File: src/rtl/rbc_pkg.sv
// Purpose: constants and types for the radio baseband configuration bank
// Assumes: 8-bit registers on a 10-bit byte address
// Notes:   reset values not given by the example are parameters of the top
package rbc_pkg;

  localparam int          ADDR_W = 10;
  localparam int          DATA_W = 8;

  localparam logic [9:0]  OFS_RADIO_IRQ_MASK    = 10'h100;
  localparam logic [9:0]  OFS_CHANNEL_SPACING   = 10'h104;
  localparam logic [9:0]  OFS_CENTER_FREQ_LOW   = 10'h105;
  localparam logic [9:0]  OFS_CENTER_FREQ_HIGH  = 10'h106;
  localparam logic [9:0]  OFS_CHANNEL_NUM_LOW   = 10'h107;
  localparam logic [9:0]  OFS_CHANNEL_NUM_HIGH  = 10'h108;
  localparam logic [9:0]  OFS_RX_BW_CTRL        = 10'h109;
  localparam logic [9:0]  OFS_RX_DFE            = 10'h10A;
  localparam logic [9:0]  OFS_AGC_CTRL          = 10'h10B;
  localparam logic [9:0]  OFS_AGC_TARGET        = 10'h10C;
  localparam logic [9:0]  OFS_ED_DURATION       = 10'h10F;
  localparam logic [9:0]  OFS_RANDOM_VALUE      = 10'h111;
  localparam logic [9:0]  OFS_TX_FILTER_CUTOFF  = 10'h112;
  localparam logic [9:0]  OFS_TX_DFE            = 10'h113;
  localparam logic [9:0]  OFS_POWER_AMP_CONFIG  = 10'h114;
  localparam logic [9:0]  OFS_STATE_STATUS      = 10'h115;
  localparam logic [9:0]  OFS_BB_IRQ_MASK       = 10'h300;
  localparam logic [9:0]  OFS_PHY_CONTROL       = 10'h301;
  localparam logic [9:0]  OFS_OFDM_CONFIG       = 10'h304;
  localparam logic [9:0]  OFS_OFDM_TX_HEADER    = 10'h30C;

  // field positions
  localparam int          PHY_TYPE_LSB   = 0;
  localparam int          OFDM_OPT_LSB   = 0;
  localparam int          MCS_LSB        = 0;
  localparam int          AGC_TGT_LSB    = 5;

  // reset values
  localparam logic [7:0]  RST_ZERO       = 8'h00;
  localparam logic [7:0]  RST_AGC_CTRL   = 8'h00;
  localparam logic [7:0]  RST_AGC_TARGET = 8'h60;
  localparam logic [7:0]  RST_OFDM_CFG   = 8'h00;
  localparam logic [7:0]  RST_LFSR       = 8'hA5;
  localparam logic [15:0] RST_CHAN_NUM   = 16'h0000;
  localparam logic [15:0] RST_CFREQ      = 16'h0000;

  // physical meaning of the frequency words and field codes
  localparam int          CFREQ_STEP_KHZ = 25;
  localparam logic [7:0]  CS_CODE_1M2    = 8'h30;
  localparam logic [7:0]  EDD_CODE_960US = 8'h7A;
  localparam logic [1:0]  PHY_MR_OFDM    = 2'h2;
  localparam logic [2:0]  MCS_800K       = 3'h3;
  localparam logic [1:0]  OFDM_OPTION_1  = 2'h0;

  typedef enum logic [1:0] {
    RBC_TRX_OFF = 2'b01,
    RBC_TRX_CFG = 2'b10
  } rbc_trx_state_t;

  typedef struct packed {
    logic [9:0] addr;
    logic [7:0] wdata;
    logic       wr;
    logic       rd;
  } rbc_bus_req_t;

  typedef struct packed {
    logic [15:0] center_freq_value;
    logic [7:0]  channel_spacing;
    logic [15:0] channel_number;
  } rbc_channel_t;

endpackage

File: src/rtl/rbc_config_bank.sv
// Purpose: configuration register bank of the sub-GHz radio and baseband
// Assumes: single clock, host bus with read data one cycle after strobe
// Notes:   channel settings are applied as one set on the high-byte write
//
// Overview of operation
// - center frequency word counts in 25 kHz steps.
// - channel spacing code 0x30 means 1.2 MHz.
// - channel low byte first; high-byte write applies the channel.
// - high-byte write applies the channel even with unchanged value.
// - energy duration code 0x7A selects 960 us averaging.
// - PHY type value 2 selects MR-OFDM; other fields keep reset.
// - coding scheme value 3 selects 800 kb/s.
// - AGC averaging and input reset 0, target level resets 3.
// - reset restores all defaults and the transceiver-off state.
// - OFDM option field resets to option 1.
// - random value register reads changing content.
`timescale 1ns/1ps

module rbc_config_bank #(
  parameter logic [7:0] RST_PHY_CONTROL = 8'h54
) (
  input  wire logic                  sys_clk_i,
  input  wire logic                  resetn_i,
  input  wire rbc_pkg::rbc_bus_req_t bus_req_i,
  output logic [7:0]                 rdata_o,
  output rbc_pkg::rbc_channel_t      channel_o,
  output logic                       channel_update_o,
  output logic [7:0]                 radio_irq_mask_o,
  output logic [7:0]                 bb_irq_mask_o,
  output logic [1:0]                 phy_type_o,
  output logic [2:0]                 coding_scheme_o,
  output logic [1:0]                 ofdm_option_o,
  output logic [7:0]                 ed_duration_o,
  output logic                       transceiver_off_o
);
  import rbc_pkg::*;

  logic [7:0]     radio_irq_mask_ff;
  logic [7:0]     channel_spacing_ff;
  logic [7:0]     cfreq_low_ff;
  logic [7:0]     cfreq_high_ff;
  logic [7:0]     chan_low_ff;
  logic [7:0]     chan_high_ff;
  logic [7:0]     rx_bw_ff;
  logic [7:0]     rx_dfe_ff;
  logic [7:0]     agc_ctrl_ff;
  logic [7:0]     agc_target_ff;
  logic [7:0]     ed_duration_ff;
  logic [7:0]     tx_cut_ff;
  logic [7:0]     tx_dfe_ff;
  logic [7:0]     pac_ff;
  logic [7:0]     bb_irq_mask_ff;
  logic [7:0]     phy_control_ff;
  logic [7:0]     ofdm_cfg_ff;
  logic [7:0]     ofdm_tx_hdr_ff;
  logic [7:0]     lfsr_ff;
  logic [7:0]     rdata_ff;
  logic [7:0]     nxt_rdata;
  rbc_channel_t   channel_ff;
  logic           update_ff;
  rbc_trx_state_t state_ff;
  logic           trx_off_ff;
  logic           wr;

  assign wr = bus_req_i.wr;

  // plain storage registers; reset restores defaults
  always_ff @(posedge sys_clk_i or negedge resetn_i) begin
    if (!resetn_i) begin
      radio_irq_mask_ff  <= RST_ZERO;
      channel_spacing_ff <= RST_ZERO;
      cfreq_low_ff       <= RST_ZERO;
      cfreq_high_ff      <= RST_ZERO;
      chan_low_ff        <= RST_ZERO;
      chan_high_ff       <= RST_ZERO;
      rx_bw_ff           <= RST_ZERO;
      rx_dfe_ff          <= RST_ZERO;
      ed_duration_ff     <= RST_ZERO;
      tx_cut_ff          <= RST_ZERO;
      tx_dfe_ff          <= RST_ZERO;
      pac_ff             <= RST_ZERO;
      bb_irq_mask_ff     <= RST_ZERO;
      ofdm_tx_hdr_ff     <= RST_ZERO;
    end else if (wr) begin
      case (bus_req_i.addr)
        OFS_RADIO_IRQ_MASK:   radio_irq_mask_ff  <= bus_req_i.wdata;
        OFS_CHANNEL_SPACING:  channel_spacing_ff <= bus_req_i.wdata;
        OFS_CENTER_FREQ_LOW:  cfreq_low_ff       <= bus_req_i.wdata;
        OFS_CENTER_FREQ_HIGH: cfreq_high_ff      <= bus_req_i.wdata;
        OFS_CHANNEL_NUM_LOW:  chan_low_ff        <= bus_req_i.wdata;
        OFS_CHANNEL_NUM_HIGH: chan_high_ff       <= bus_req_i.wdata;
        OFS_RX_BW_CTRL:       rx_bw_ff           <= bus_req_i.wdata;
        OFS_RX_DFE:           rx_dfe_ff          <= bus_req_i.wdata;
        OFS_ED_DURATION:      ed_duration_ff     <= bus_req_i.wdata;
        OFS_TX_FILTER_CUTOFF: tx_cut_ff          <= bus_req_i.wdata;
        OFS_TX_DFE:           tx_dfe_ff          <= bus_req_i.wdata;
        OFS_POWER_AMP_CONFIG: pac_ff             <= bus_req_i.wdata;
        OFS_BB_IRQ_MASK:      bb_irq_mask_ff     <= bus_req_i.wdata;
        OFS_OFDM_TX_HEADER:   ofdm_tx_hdr_ff     <= bus_req_i.wdata;
        default: ;
      endcase
    end
  end

  // agc target and phy type have non-zero defaults; agc control and ofdm option reset to zero
  always_ff @(posedge sys_clk_i or negedge resetn_i) begin
    if (!resetn_i) begin
      agc_ctrl_ff    <= RST_AGC_CTRL;
      agc_target_ff  <= RST_AGC_TARGET;
      phy_control_ff <= RST_PHY_CONTROL;
      ofdm_cfg_ff    <= RST_OFDM_CFG;     // option 1
    end else if (wr) begin
      case (bus_req_i.addr)
        OFS_AGC_CTRL:    agc_ctrl_ff    <= bus_req_i.wdata;
        OFS_AGC_TARGET:  agc_target_ff  <= bus_req_i.wdata;
        OFS_PHY_CONTROL: phy_control_ff <= bus_req_i.wdata;
        OFS_OFDM_CONFIG: ofdm_cfg_ff    <= bus_req_i.wdata;
        default: ;
      endcase
    end
  end

  // channel set applied only on the high-byte write, equal value or not;
  // low-byte writes alone never move the synthesiser
  always_ff @(posedge sys_clk_i or negedge resetn_i) begin
    if (!resetn_i) begin
      channel_ff.center_freq_value <= RST_CFREQ;
      channel_ff.channel_spacing   <= RST_ZERO;
      channel_ff.channel_number    <= RST_CHAN_NUM;
      update_ff                    <= 1'b0;
    end else begin
      update_ff <= 1'b0;
      if (wr && bus_req_i.addr == OFS_CHANNEL_NUM_HIGH) begin
        // 25 kHz units, high byte above low
        channel_ff.center_freq_value <= {cfreq_high_ff, cfreq_low_ff};
        channel_ff.channel_spacing   <= channel_spacing_ff;
        channel_ff.channel_number    <= {bus_req_i.wdata, chan_low_ff};
        update_ff                    <= 1'b1;
      end
    end
  end

  // free-running lfsr stands in for the noise source
  always_ff @(posedge sys_clk_i or negedge resetn_i) begin
    if (!resetn_i) begin
      lfsr_ff <= RST_LFSR;
    end else begin
      lfsr_ff <= {lfsr_ff[6:0],
                  lfsr_ff[7] ^ lfsr_ff[5] ^ lfsr_ff[4] ^ lfsr_ff[3]};
    end
  end

  // reset enters transceiver-off; first channel update leaves it
  // off flag kept as its own flop so the pin never sees decode glitches
  always_ff @(posedge sys_clk_i or negedge resetn_i) begin
    if (!resetn_i) begin
      state_ff   <= RBC_TRX_OFF;
      trx_off_ff <= 1'b1;
    end else begin
      case (state_ff)
        RBC_TRX_OFF: begin
          if (update_ff) begin
            state_ff   <= RBC_TRX_CFG;
            trx_off_ff <= 1'b0;
          end
        end
        RBC_TRX_CFG: begin
          state_ff   <= RBC_TRX_CFG;
          trx_off_ff <= 1'b0;
        end
        default: begin
          state_ff   <= RBC_TRX_OFF;
          trx_off_ff <= 1'b1;
        end
      endcase
    end
  end

  always_comb begin
    nxt_rdata = RST_ZERO;
    if (bus_req_i.rd) begin
      case (bus_req_i.addr)
        OFS_RADIO_IRQ_MASK:   nxt_rdata = radio_irq_mask_ff;
        OFS_CHANNEL_SPACING:  nxt_rdata = channel_spacing_ff;
        OFS_CENTER_FREQ_LOW:  nxt_rdata = cfreq_low_ff;
        OFS_CENTER_FREQ_HIGH: nxt_rdata = cfreq_high_ff;
        OFS_CHANNEL_NUM_LOW:  nxt_rdata = chan_low_ff;
        OFS_CHANNEL_NUM_HIGH: nxt_rdata = chan_high_ff;
        OFS_RX_BW_CTRL:       nxt_rdata = rx_bw_ff;
        OFS_RX_DFE:           nxt_rdata = rx_dfe_ff;
        OFS_AGC_CTRL:         nxt_rdata = agc_ctrl_ff;
        OFS_AGC_TARGET:       nxt_rdata = agc_target_ff;
        OFS_ED_DURATION:      nxt_rdata = ed_duration_ff;
        OFS_RANDOM_VALUE:     nxt_rdata = lfsr_ff;
        OFS_TX_FILTER_CUTOFF: nxt_rdata = tx_cut_ff;
        OFS_TX_DFE:           nxt_rdata = tx_dfe_ff;
        OFS_POWER_AMP_CONFIG: nxt_rdata = pac_ff;
        OFS_STATE_STATUS:     nxt_rdata = {6'h00, state_ff};
        OFS_BB_IRQ_MASK:      nxt_rdata = bb_irq_mask_ff;
        OFS_PHY_CONTROL:      nxt_rdata = phy_control_ff;
        OFS_OFDM_CONFIG:      nxt_rdata = ofdm_cfg_ff;
        OFS_OFDM_TX_HEADER:   nxt_rdata = ofdm_tx_hdr_ff;
        default:              nxt_rdata = RST_ZERO;
      endcase
    end
  end

  // read data valid only in the cycle after the strobe, zero otherwise
  always_ff @(posedge sys_clk_i or negedge resetn_i) begin
    if (!resetn_i) begin
      rdata_ff <= RST_ZERO;
    end else begin
      rdata_ff <= nxt_rdata;
    end
  end

  assign rdata_o           = rdata_ff;
  assign channel_o         = channel_ff;
  assign channel_update_o  = update_ff;
  assign radio_irq_mask_o  = radio_irq_mask_ff;
  assign bb_irq_mask_o     = bb_irq_mask_ff;
  assign phy_type_o        = phy_control_ff[PHY_TYPE_LSB +: 2];
  assign coding_scheme_o   = ofdm_tx_hdr_ff[MCS_LSB +: 3];
  assign ofdm_option_o     = ofdm_cfg_ff[OFDM_OPT_LSB +: 2];
  assign ed_duration_o     = ed_duration_ff;
  assign transceiver_off_o = trx_off_ff;

  property p_update_on_high_write;
    @(posedge sys_clk_i) disable iff (!resetn_i)
      (wr && bus_req_i.addr == OFS_CHANNEL_NUM_HIGH) |=> update_ff;
  endproperty
  a_update_on_high_write: assert property (p_update_on_high_write)
    else $error("high-byte write did not trigger channel update");

  property p_no_update_on_low_write;
    @(posedge sys_clk_i) disable iff (!resetn_i)
      !(wr && bus_req_i.addr == OFS_CHANNEL_NUM_HIGH) |=> !update_ff;
  endproperty
  a_no_update_on_low_write:
    assert property (p_no_update_on_low_write)
    else $error("channel update without high-byte write");

  property p_channel_number_pair;
    @(posedge sys_clk_i) disable iff (!resetn_i)
      update_ff |-> channel_ff.channel_number[7:0] == chan_low_ff;
  endproperty
  a_channel_number_pair: assert property (p_channel_number_pair)
    else $error("applied channel low byte mismatch");

  property p_cfreq_bytes;
    @(posedge sys_clk_i) disable iff (!resetn_i)
      update_ff |-> channel_ff.center_freq_value ==
                    {$past(cfreq_high_ff), $past(cfreq_low_ff)};
  endproperty
  a_cfreq_bytes: assert property (p_cfreq_bytes)
    else $error("center frequency word not assembled high over low");

  property p_spacing_applied;
    @(posedge sys_clk_i) disable iff (!resetn_i)
      update_ff |-> channel_ff.channel_spacing == $past(channel_spacing_ff);
  endproperty
  a_spacing_applied: assert property (p_spacing_applied)
    else $error("spacing code not applied with channel");

  property p_reg_holds;
    @(posedge sys_clk_i) disable iff (!resetn_i)
      !(wr && bus_req_i.addr == OFS_POWER_AMP_CONFIG) |=> $stable(pac_ff);
  endproperty
  a_reg_holds: assert property (p_reg_holds)
    else $error("register changed without a write");

  property p_random_moves;
    @(posedge sys_clk_i) disable iff (!resetn_i)
      1'b1 |=> lfsr_ff != $past(lfsr_ff);
  endproperty
  a_random_moves: assert property (p_random_moves)
    else $error("random value did not change");

  property p_read_timing;
    @(posedge sys_clk_i) disable iff (!resetn_i)
      (bus_req_i.rd && bus_req_i.addr == OFS_ED_DURATION && !wr)
        |=> rdata_ff == $past(ed_duration_ff);
  endproperty
  a_read_timing: assert property (p_read_timing)
    else $error("read data wrong one cycle after strobe");

  property p_off_until_update;
    @(posedge sys_clk_i) disable iff (!resetn_i)
      (state_ff == RBC_TRX_OFF && !update_ff) |=> state_ff == RBC_TRX_OFF;
  endproperty
  a_off_until_update: assert property (p_off_until_update)
    else $error("left transceiver-off without update");

  // register writes reach their outputs one edge later
  property p_radio_mask_write;
    @(posedge sys_clk_i) disable iff (!resetn_i)
      (wr && bus_req_i.addr == OFS_RADIO_IRQ_MASK)
        |=> radio_irq_mask_o == $past(bus_req_i.wdata);
  endproperty
  a_radio_mask_write: assert property (p_radio_mask_write)
    else $error("radio interrupt mask write lost");

  property p_bb_mask_write;
    @(posedge sys_clk_i) disable iff (!resetn_i)
      (wr && bus_req_i.addr == OFS_BB_IRQ_MASK)
        |=> bb_irq_mask_o == $past(bus_req_i.wdata);
  endproperty
  a_bb_mask_write: assert property (p_bb_mask_write)
    else $error("baseband interrupt mask write lost");

  property p_ed_write;
    @(posedge sys_clk_i) disable iff (!resetn_i)
      (wr && bus_req_i.addr == OFS_ED_DURATION)
        |=> ed_duration_o == $past(bus_req_i.wdata);
  endproperty
  a_ed_write: assert property (p_ed_write)
    else $error("energy duration write lost");

  property p_mr_ofdm_select;
    @(posedge sys_clk_i) disable iff (!resetn_i)
      (wr && bus_req_i.addr == OFS_PHY_CONTROL &&
       bus_req_i.wdata[PHY_TYPE_LSB +: 2] == PHY_MR_OFDM)
        |=> phy_type_o == PHY_MR_OFDM;
  endproperty
  a_mr_ofdm_select: assert property (p_mr_ofdm_select)
    else $error("phy type did not select mr-ofdm");

  property p_mcs_select;
    @(posedge sys_clk_i) disable iff (!resetn_i)
      (wr && bus_req_i.addr == OFS_OFDM_TX_HEADER)
        |=> coding_scheme_o == $past(bus_req_i.wdata[MCS_LSB +: 3]);
  endproperty
  a_mcs_select: assert property (p_mcs_select)
    else $error("coding scheme field not taken");

  // defaults must survive until software overwrites them
  property p_agc_ctrl_holds;
    @(posedge sys_clk_i) disable iff (!resetn_i)
      !(wr && bus_req_i.addr == OFS_AGC_CTRL) |=> $stable(agc_ctrl_ff);
  endproperty
  a_agc_ctrl_holds: assert property (p_agc_ctrl_holds)
    else $error("agc control changed without a write");

  property p_agc_target_holds;
    @(posedge sys_clk_i) disable iff (!resetn_i)
      !(wr && bus_req_i.addr == OFS_AGC_TARGET)
        |=> $stable(agc_target_ff);
  endproperty
  a_agc_target_holds: assert property (p_agc_target_holds)
    else $error("agc target changed without a write");

  property p_ofdm_opt_holds;
    @(posedge sys_clk_i) disable iff (!resetn_i)
      !(wr && bus_req_i.addr == OFS_OFDM_CONFIG)
        |=> $stable(ofdm_option_o);
  endproperty
  a_ofdm_opt_holds: assert property (p_ofdm_opt_holds)
    else $error("ofdm option changed without a write");

  property p_channel_holds;
    @(posedge sys_clk_i) disable iff (!resetn_i)
      !update_ff |-> $stable(channel_ff);
  endproperty
  a_channel_holds: assert property (p_channel_holds)
    else $error("applied channel moved without update");

  property p_leave_off;
    @(posedge sys_clk_i) disable iff (!resetn_i)
      (state_ff == RBC_TRX_OFF && update_ff) |=> !transceiver_off_o;
  endproperty
  a_leave_off: assert property (p_leave_off)
    else $error("off flag stuck after channel update");

  property p_off_output;
    @(posedge sys_clk_i) disable iff (!resetn_i)
      (state_ff == RBC_TRX_OFF) |-> transceiver_off_o;
  endproperty
  a_off_output: assert property (p_off_output)
    else $error("off flag low in transceiver-off state");

  property p_rdata_idle_zero;
    @(posedge sys_clk_i) disable iff (!resetn_i)
      !bus_req_i.rd |=> rdata_o == RST_ZERO;
  endproperty
  a_rdata_idle_zero: assert property (p_rdata_idle_zero)
    else $error("read data not zero without a read");

endmodule

File: config.mk
export PLATFORM = sky130hd
export DESIGN_NAME = rbc_config_bank
export DESIGN_NICKNAME = d
export VERILOG_FILES = /design/src/rtl/rbc_pkg.sv /design/src/rtl/rbc_config_bank.sv
export SDC_FILE = /design/constraint.sdc
export NUM_CORES = 1
export LEC_CHECK = 0
export ABC_AREA = 1
export BUFFER_PORTS_ARGS = -buffer_cell sky130_fd_sc_hd__clkbuf_2
export CORE_MARGIN = 10
export CORE_UTILIZATION = 58
export CTS_CLUSTER_SIZE = 16
export DETAILED_ROUTE_END_ITERATION = 10
export PLACE_DENSITY_LB_ADDON = 0.2
export SLEW_MARGIN = 20
export SYNTH_ARGS = -nofsm -noshare
export SYNTH_HDL_FRONTEND = slang
export SYNTH_SLANG_ARGS = --single-unit
File: constraint.sdc
create_clock -name sys_clk_i -period 1.42 [get_ports sys_clk_i]
set_input_delay 0.355 -clock sys_clk_i [delete_from_list [all_inputs] [get_ports sys_clk_i]]
set_output_delay 0.355 -clock sys_clk_i [all_outputs]
set_load 0.02 [all_outputs]
# ---- After elaboration in Yosys (flattened, before gate mapping)
# Index checks and enable logic that the tools add are counted.
dict set report word_totals {
  mem_bits_rw 0
  romBits 0
  word_cells 78
  memories 0
  output_inout_bits 81
  inputBits 22
  latch_bits 0
  ff_bits 204
}
dict set report classes {
  n_shift 0
  n_mux 7
  n_eq_ne 23
  n_reduce_logical 19
  div 0
  magnitude_cmp 0
  bitwise 3
  addsub 0
  n_mul 0
}
# operator n
set ops {}
lappend ops {{equality test 10 x 9 -> 1 bit, second input constant} 16}
lappend ops {{one-hot mux 8 bit (20 select lines)} 1}
lappend ops {{equality test 10 bit, second input constant} 4}
lappend ops {{AND reduction 2 bit} 18}
lappend ops {{two-way mux 8 bit} 1}
lappend ops {{one-hot mux 2 bit (2 select lines)} 1}
lappend ops {{XOR 1 bit} 3}
lappend ops {{equality test 2 x 1 -> 1 bit, second input constant} 1}
lappend ops {{equality test 2 bit, second input constant} 1}
lappend ops {{two-way mux 1 bit} 2}
lappend ops {{two-way mux 2 bit} 1}
lappend ops {{!= test 2 bit, second input constant} 1}
lappend ops {{one-hot mux 1 bit (2 select lines)} 1}
lappend ops {{logical AND 1 bit} 1}

# ---- Logic depth before layout (Yosys ltp)
dict set report depth {
  depth_word 3
  mapped_depth 12
  mapped_depth_nobuf 12
}

# ---- Worst setup path before layout
# Ideal clock, no wire load.
dict set report synth_path {
  path_kind {input to register}
  from {in bus_req_i[14] in the netlist's numbering}
  to {reg agc_ctrl_ff[5]}
  t_required_ps 1292
  cell_stages 9
  t_arrival_ps 1475
  setup_time_ps 128
  slack_ps -183
  path_buffers 1
  path_cell_list {nor2_2 > nand2_4 > nor2_4 > nand2_1 > inv_2 > nand2_4 > buf_6 > nand2_1 > o21ai_2}
}
dict set report synth_via {
  elab_chain_cells 2
}
# item line
set synth_rtl {}
lappend synth_rtl {{start, declared} rbc_config_bank.sv:24} ;# input wire rbc_pkg::rbc_bus_req_t bus_req_i,
lappend synth_rtl {{equality test 10 x 9 -> 1 bit} rbc_config_bank.sv:113} ;# case (bus_req_i.addr)
lappend synth_rtl {{AND reduction 2 bit (no source line)} --}
lappend synth_rtl {{end signal, assigned} rbc_config_bank.sv:114} ;# OFS_AGC_CTRL: agc_ctrl_ff <= bus_req_i.wdata;
lappend synth_rtl {{end, declared} rbc_config_bank.sv:46} ;# logic [7:0] agc_ctrl_ff;
# No other way between the ends.
# A chain may end at the register's enable or synchronous reset.

==> run metrics <==
Layout Skew 0.007311 ns; CP bufs+invs 1; part of the power in registers 48.7%; Netlist cell types 30; Sw Share 24.82%; simple logic cell fraction of the synthesized area 29.58%; placed insts 1405; Crit path max-delay family flip-flops; P_leak 5.858 nW; max_cap viols 0; WP data required 1.07 ns; CTS max path bufs 2; Period minus WS final between 1 and 1.5 ns; root buf cell clkbuf_16; CP endpoint kind primary output; Hold Vio Cnt, Final 0; Core ar. 15150 µm²; Clk pwr share roughly 43%; Final Max Slew Viols 0; CTS tree yes; Fmax 685.2 MHz; largest family of logic cells by synthesized area simple AND/OR/NAND/NOR gates; Critical-path top delay cell dfstp_2; XOR/XNOR Fraction of Synth Area 0.2949%; Synth top area share 51.97%; final net count 1279; Power Internal 8.862 mW; yosys synthesis warning count 0; Post-DRT Antenna Nets 0; GR Layer Usage met2 approximately 43%; largest net degree at the start of global routing 57; fin area 11320 µm²; DR vias/cell between 5 and 6; Setup WS pre-CTS -0.4323 ns; chip height around 140 µm; GRT overflow 0; met3 Usage GRT 4.092%; power density over the cells 1042 nW/µm²; area leader, netlist dfrtp_1; worst skew pair latency 0.44 ns; Compound-Gate Fraction of Synth Area 9.775%; gpl congestion 0.9572; outcome finished with violations; Net Sw Power 2.926 mW; slew margin rel. between 70 and 80%; DRC violations left 0; failing checks negative setup slack; Area Growth Syn to Fin 27.04%; drt pass-1 iters 5; Ant. Diodes 0; part of the power in combinational logic 8.0%; DRT iter0 DRCs 700; RSZ-0062 raised after global routing yes; post-route setup slack -0.03952 ns; I/O pin count 103; fin crit share 102.8%; WL per Instance approximately 18 µm; Worst Hold Class input pin to register; Total GRT Usage 25.85%; Worst-Margin Slew 0.4129 ns; vias in the first global route 7492; CP Cell Sequence buf_8; busiest layer in global routing met2; clock-pin slew on the worst setup and hold paths around 0.070 ns; placed wire-length estimate 18440 µm; worst vdd ir 0.0007855 V; commonest cells in the netlist nand2_1 (408), dfrtp_1 (185), nor2_1 (92); top-count cell post-synth nand2_1; Post-Synthesis Cells around 1100; mux share of post-synthesis cell area 0%; total CTS buffers 17; crit-path max FO 2; Post-synth EDFFs 0; initial core utilization 58.82%; met1 GRT Util around 33%; die area just over 20000 µm²; critical path type register to primary output; dpl cell area 10390 µm²; final cell utilization of the core 74.72%; Mapped Area 8909 µm²; post-synthesis sequential area ratio 54.92%; ys flop type dfrtp_1; Die Wd 143.9 µm; Largest register FFs 32; vias 7946; count of final setup violators 1; share of cells above drive strength 1 between 20 and 30%; Mapped Nets 1097; WL final 26480 µm; antenna violations before repair 0; IO buf count 102; global-route wire length before repair 41170 µm; Final Non-Filler Cells 1457; CP max stage delay 0.55 ns; top cells by area, synth dfrtp_1 (52%), nand2_1 (17%), o21ai_1 (4.4%); adder-cell share of the synthesized area less than 1%; # rows 45; Yosys reg bits 195; Avg Inst Size Synth 8.295 µm²; H-Tree Level Count 4; Worst EP arrival around 1.1 ns; Clock Sinks 195; asr flop ratio synth 100.0%; worst hold slack 0.1616 ns; crit path launch type register
-- what timing repair did --
item,4_1_cts,5_1_grt
hold buffers,1,0
buffers inserted,3,15
resized for setup,3,33
endpoints found under the hold margin,12,0
setup endpoints to repair,4,104
pin swaps,0,13
cloned,0,1
-- final cells by class --
type | instances | area (µm²)
timing repair buffer | 209 | 1683
clock inverter | 14 | 193.9
multi-input combinational | 776 | 3660
sequential | 195 | 4892
clock buffer | 18 | 429.2
tap | 188 | 235.2
fill | 1121 | 3829
inverter | 57 | 224.0
-- cell usage in the layout (no fill, tap or decap), types with 2 or more instances in the layout --
cell type  synthesis  final
o21ai_2            8      8
nand3_1           58     56
xnor2_1            2      2
nand4_2            2      2
nor3_1             2      2
nor3_4             2      3
dfstp_2           10     10
o21a_1            16     16
nor2_4            11     17
nor2_2            10      8
o21ai_0           55     55
nand2_2           11     16
nand3_2            1      3
inv_6              0      4
clkbuf_2           0     91
nand2_4            3      7
buf_2             17      3
nor2_1            92     88
inv_2              9      7
clkinv_4           0      2
inv_1             48     48
buf_6              3      4
buf_4             11     82
bufinv_16          0      3
dfrtp_1          185    185
nand4_1            9      9
buf_12             0     24
inv_8              0      3
o21ai_1           79     79
nand2_1          408    398
clkbuf_16          0     18
nand3_4            2      2
a21oi_1            2      2
-- per-layer routing --
metal / part of all wire [%] / wire [µm] / vias to the layer above
met5: 0 / 0 / -
li1: - / - / 3796
met3: 5.6 / 1481 / 57
met4: 2.7 / 722 / 0
met2: 50 / 13310 / 249
met1: 41 / 10960 / 3844
-- metrics by stage --
step	setup TNS, ns	power [mW]
6_report	-0.03952	11.79
3_5_place_dp	-57.98	6.689
5_1_grt	-0.09926	12.11
3_3_place_gp	-52.01	6.669
4_1_cts	-0.06150	11.75
2_1_floorplan	-2.951	6.198
-- path summary, 6_finish.rpt --
check | startpoint | end | slack [ns] | depth (start not counted)
min in group asynchronous | resetn_i | chan_high_ff[7]$_DFFE_PN0P_ | 0.35 | 2
setup / recovery | state_ff[0]$_DFFE_PN1P_ | transceiver_off_o | -0.04 | 1
hold / removal | bus_req_i[0] | rdata_o[7]$_DFF_PN0_ | 0.16 | 3
hold reg to reg | lfsr_ff[6]$_DFF_PN0_ | lfsr_ff[7]$_DFF_PN1_ | 0.40 | 0
max in group asynchronous | resetn_i | agc_target_ff[5]$_DFFE_PN1P_ | 0.50 | 3
setup reg to reg | state_ff[0]$_DFFE_PN1P_ | state_ff[0]$_DFFE_PN1P_ | 0.15 | 6
-- power by group through the flow --
stage | clock network, mW | registers (mW) | logic [mW]
global route | 5.34 | 5.75 | 1.02
detailed placement | 0 | 5.84 | 0.849
global placement | 0 | 5.84 | 0.833
finish | 5.11 | 5.74 | 0.940
CTS | 5.12 | 5.73 | 0.903
floorplan | 0 | 5.86 | 0.336
-- kinds of logic after synthesis --
family,count (synthesis)
buf+inv,103
xor+xnor,3
flops,195
compound gates,160
simple gates,612
fa+ha+maj,1
Power figures use the tool's default switching activity.
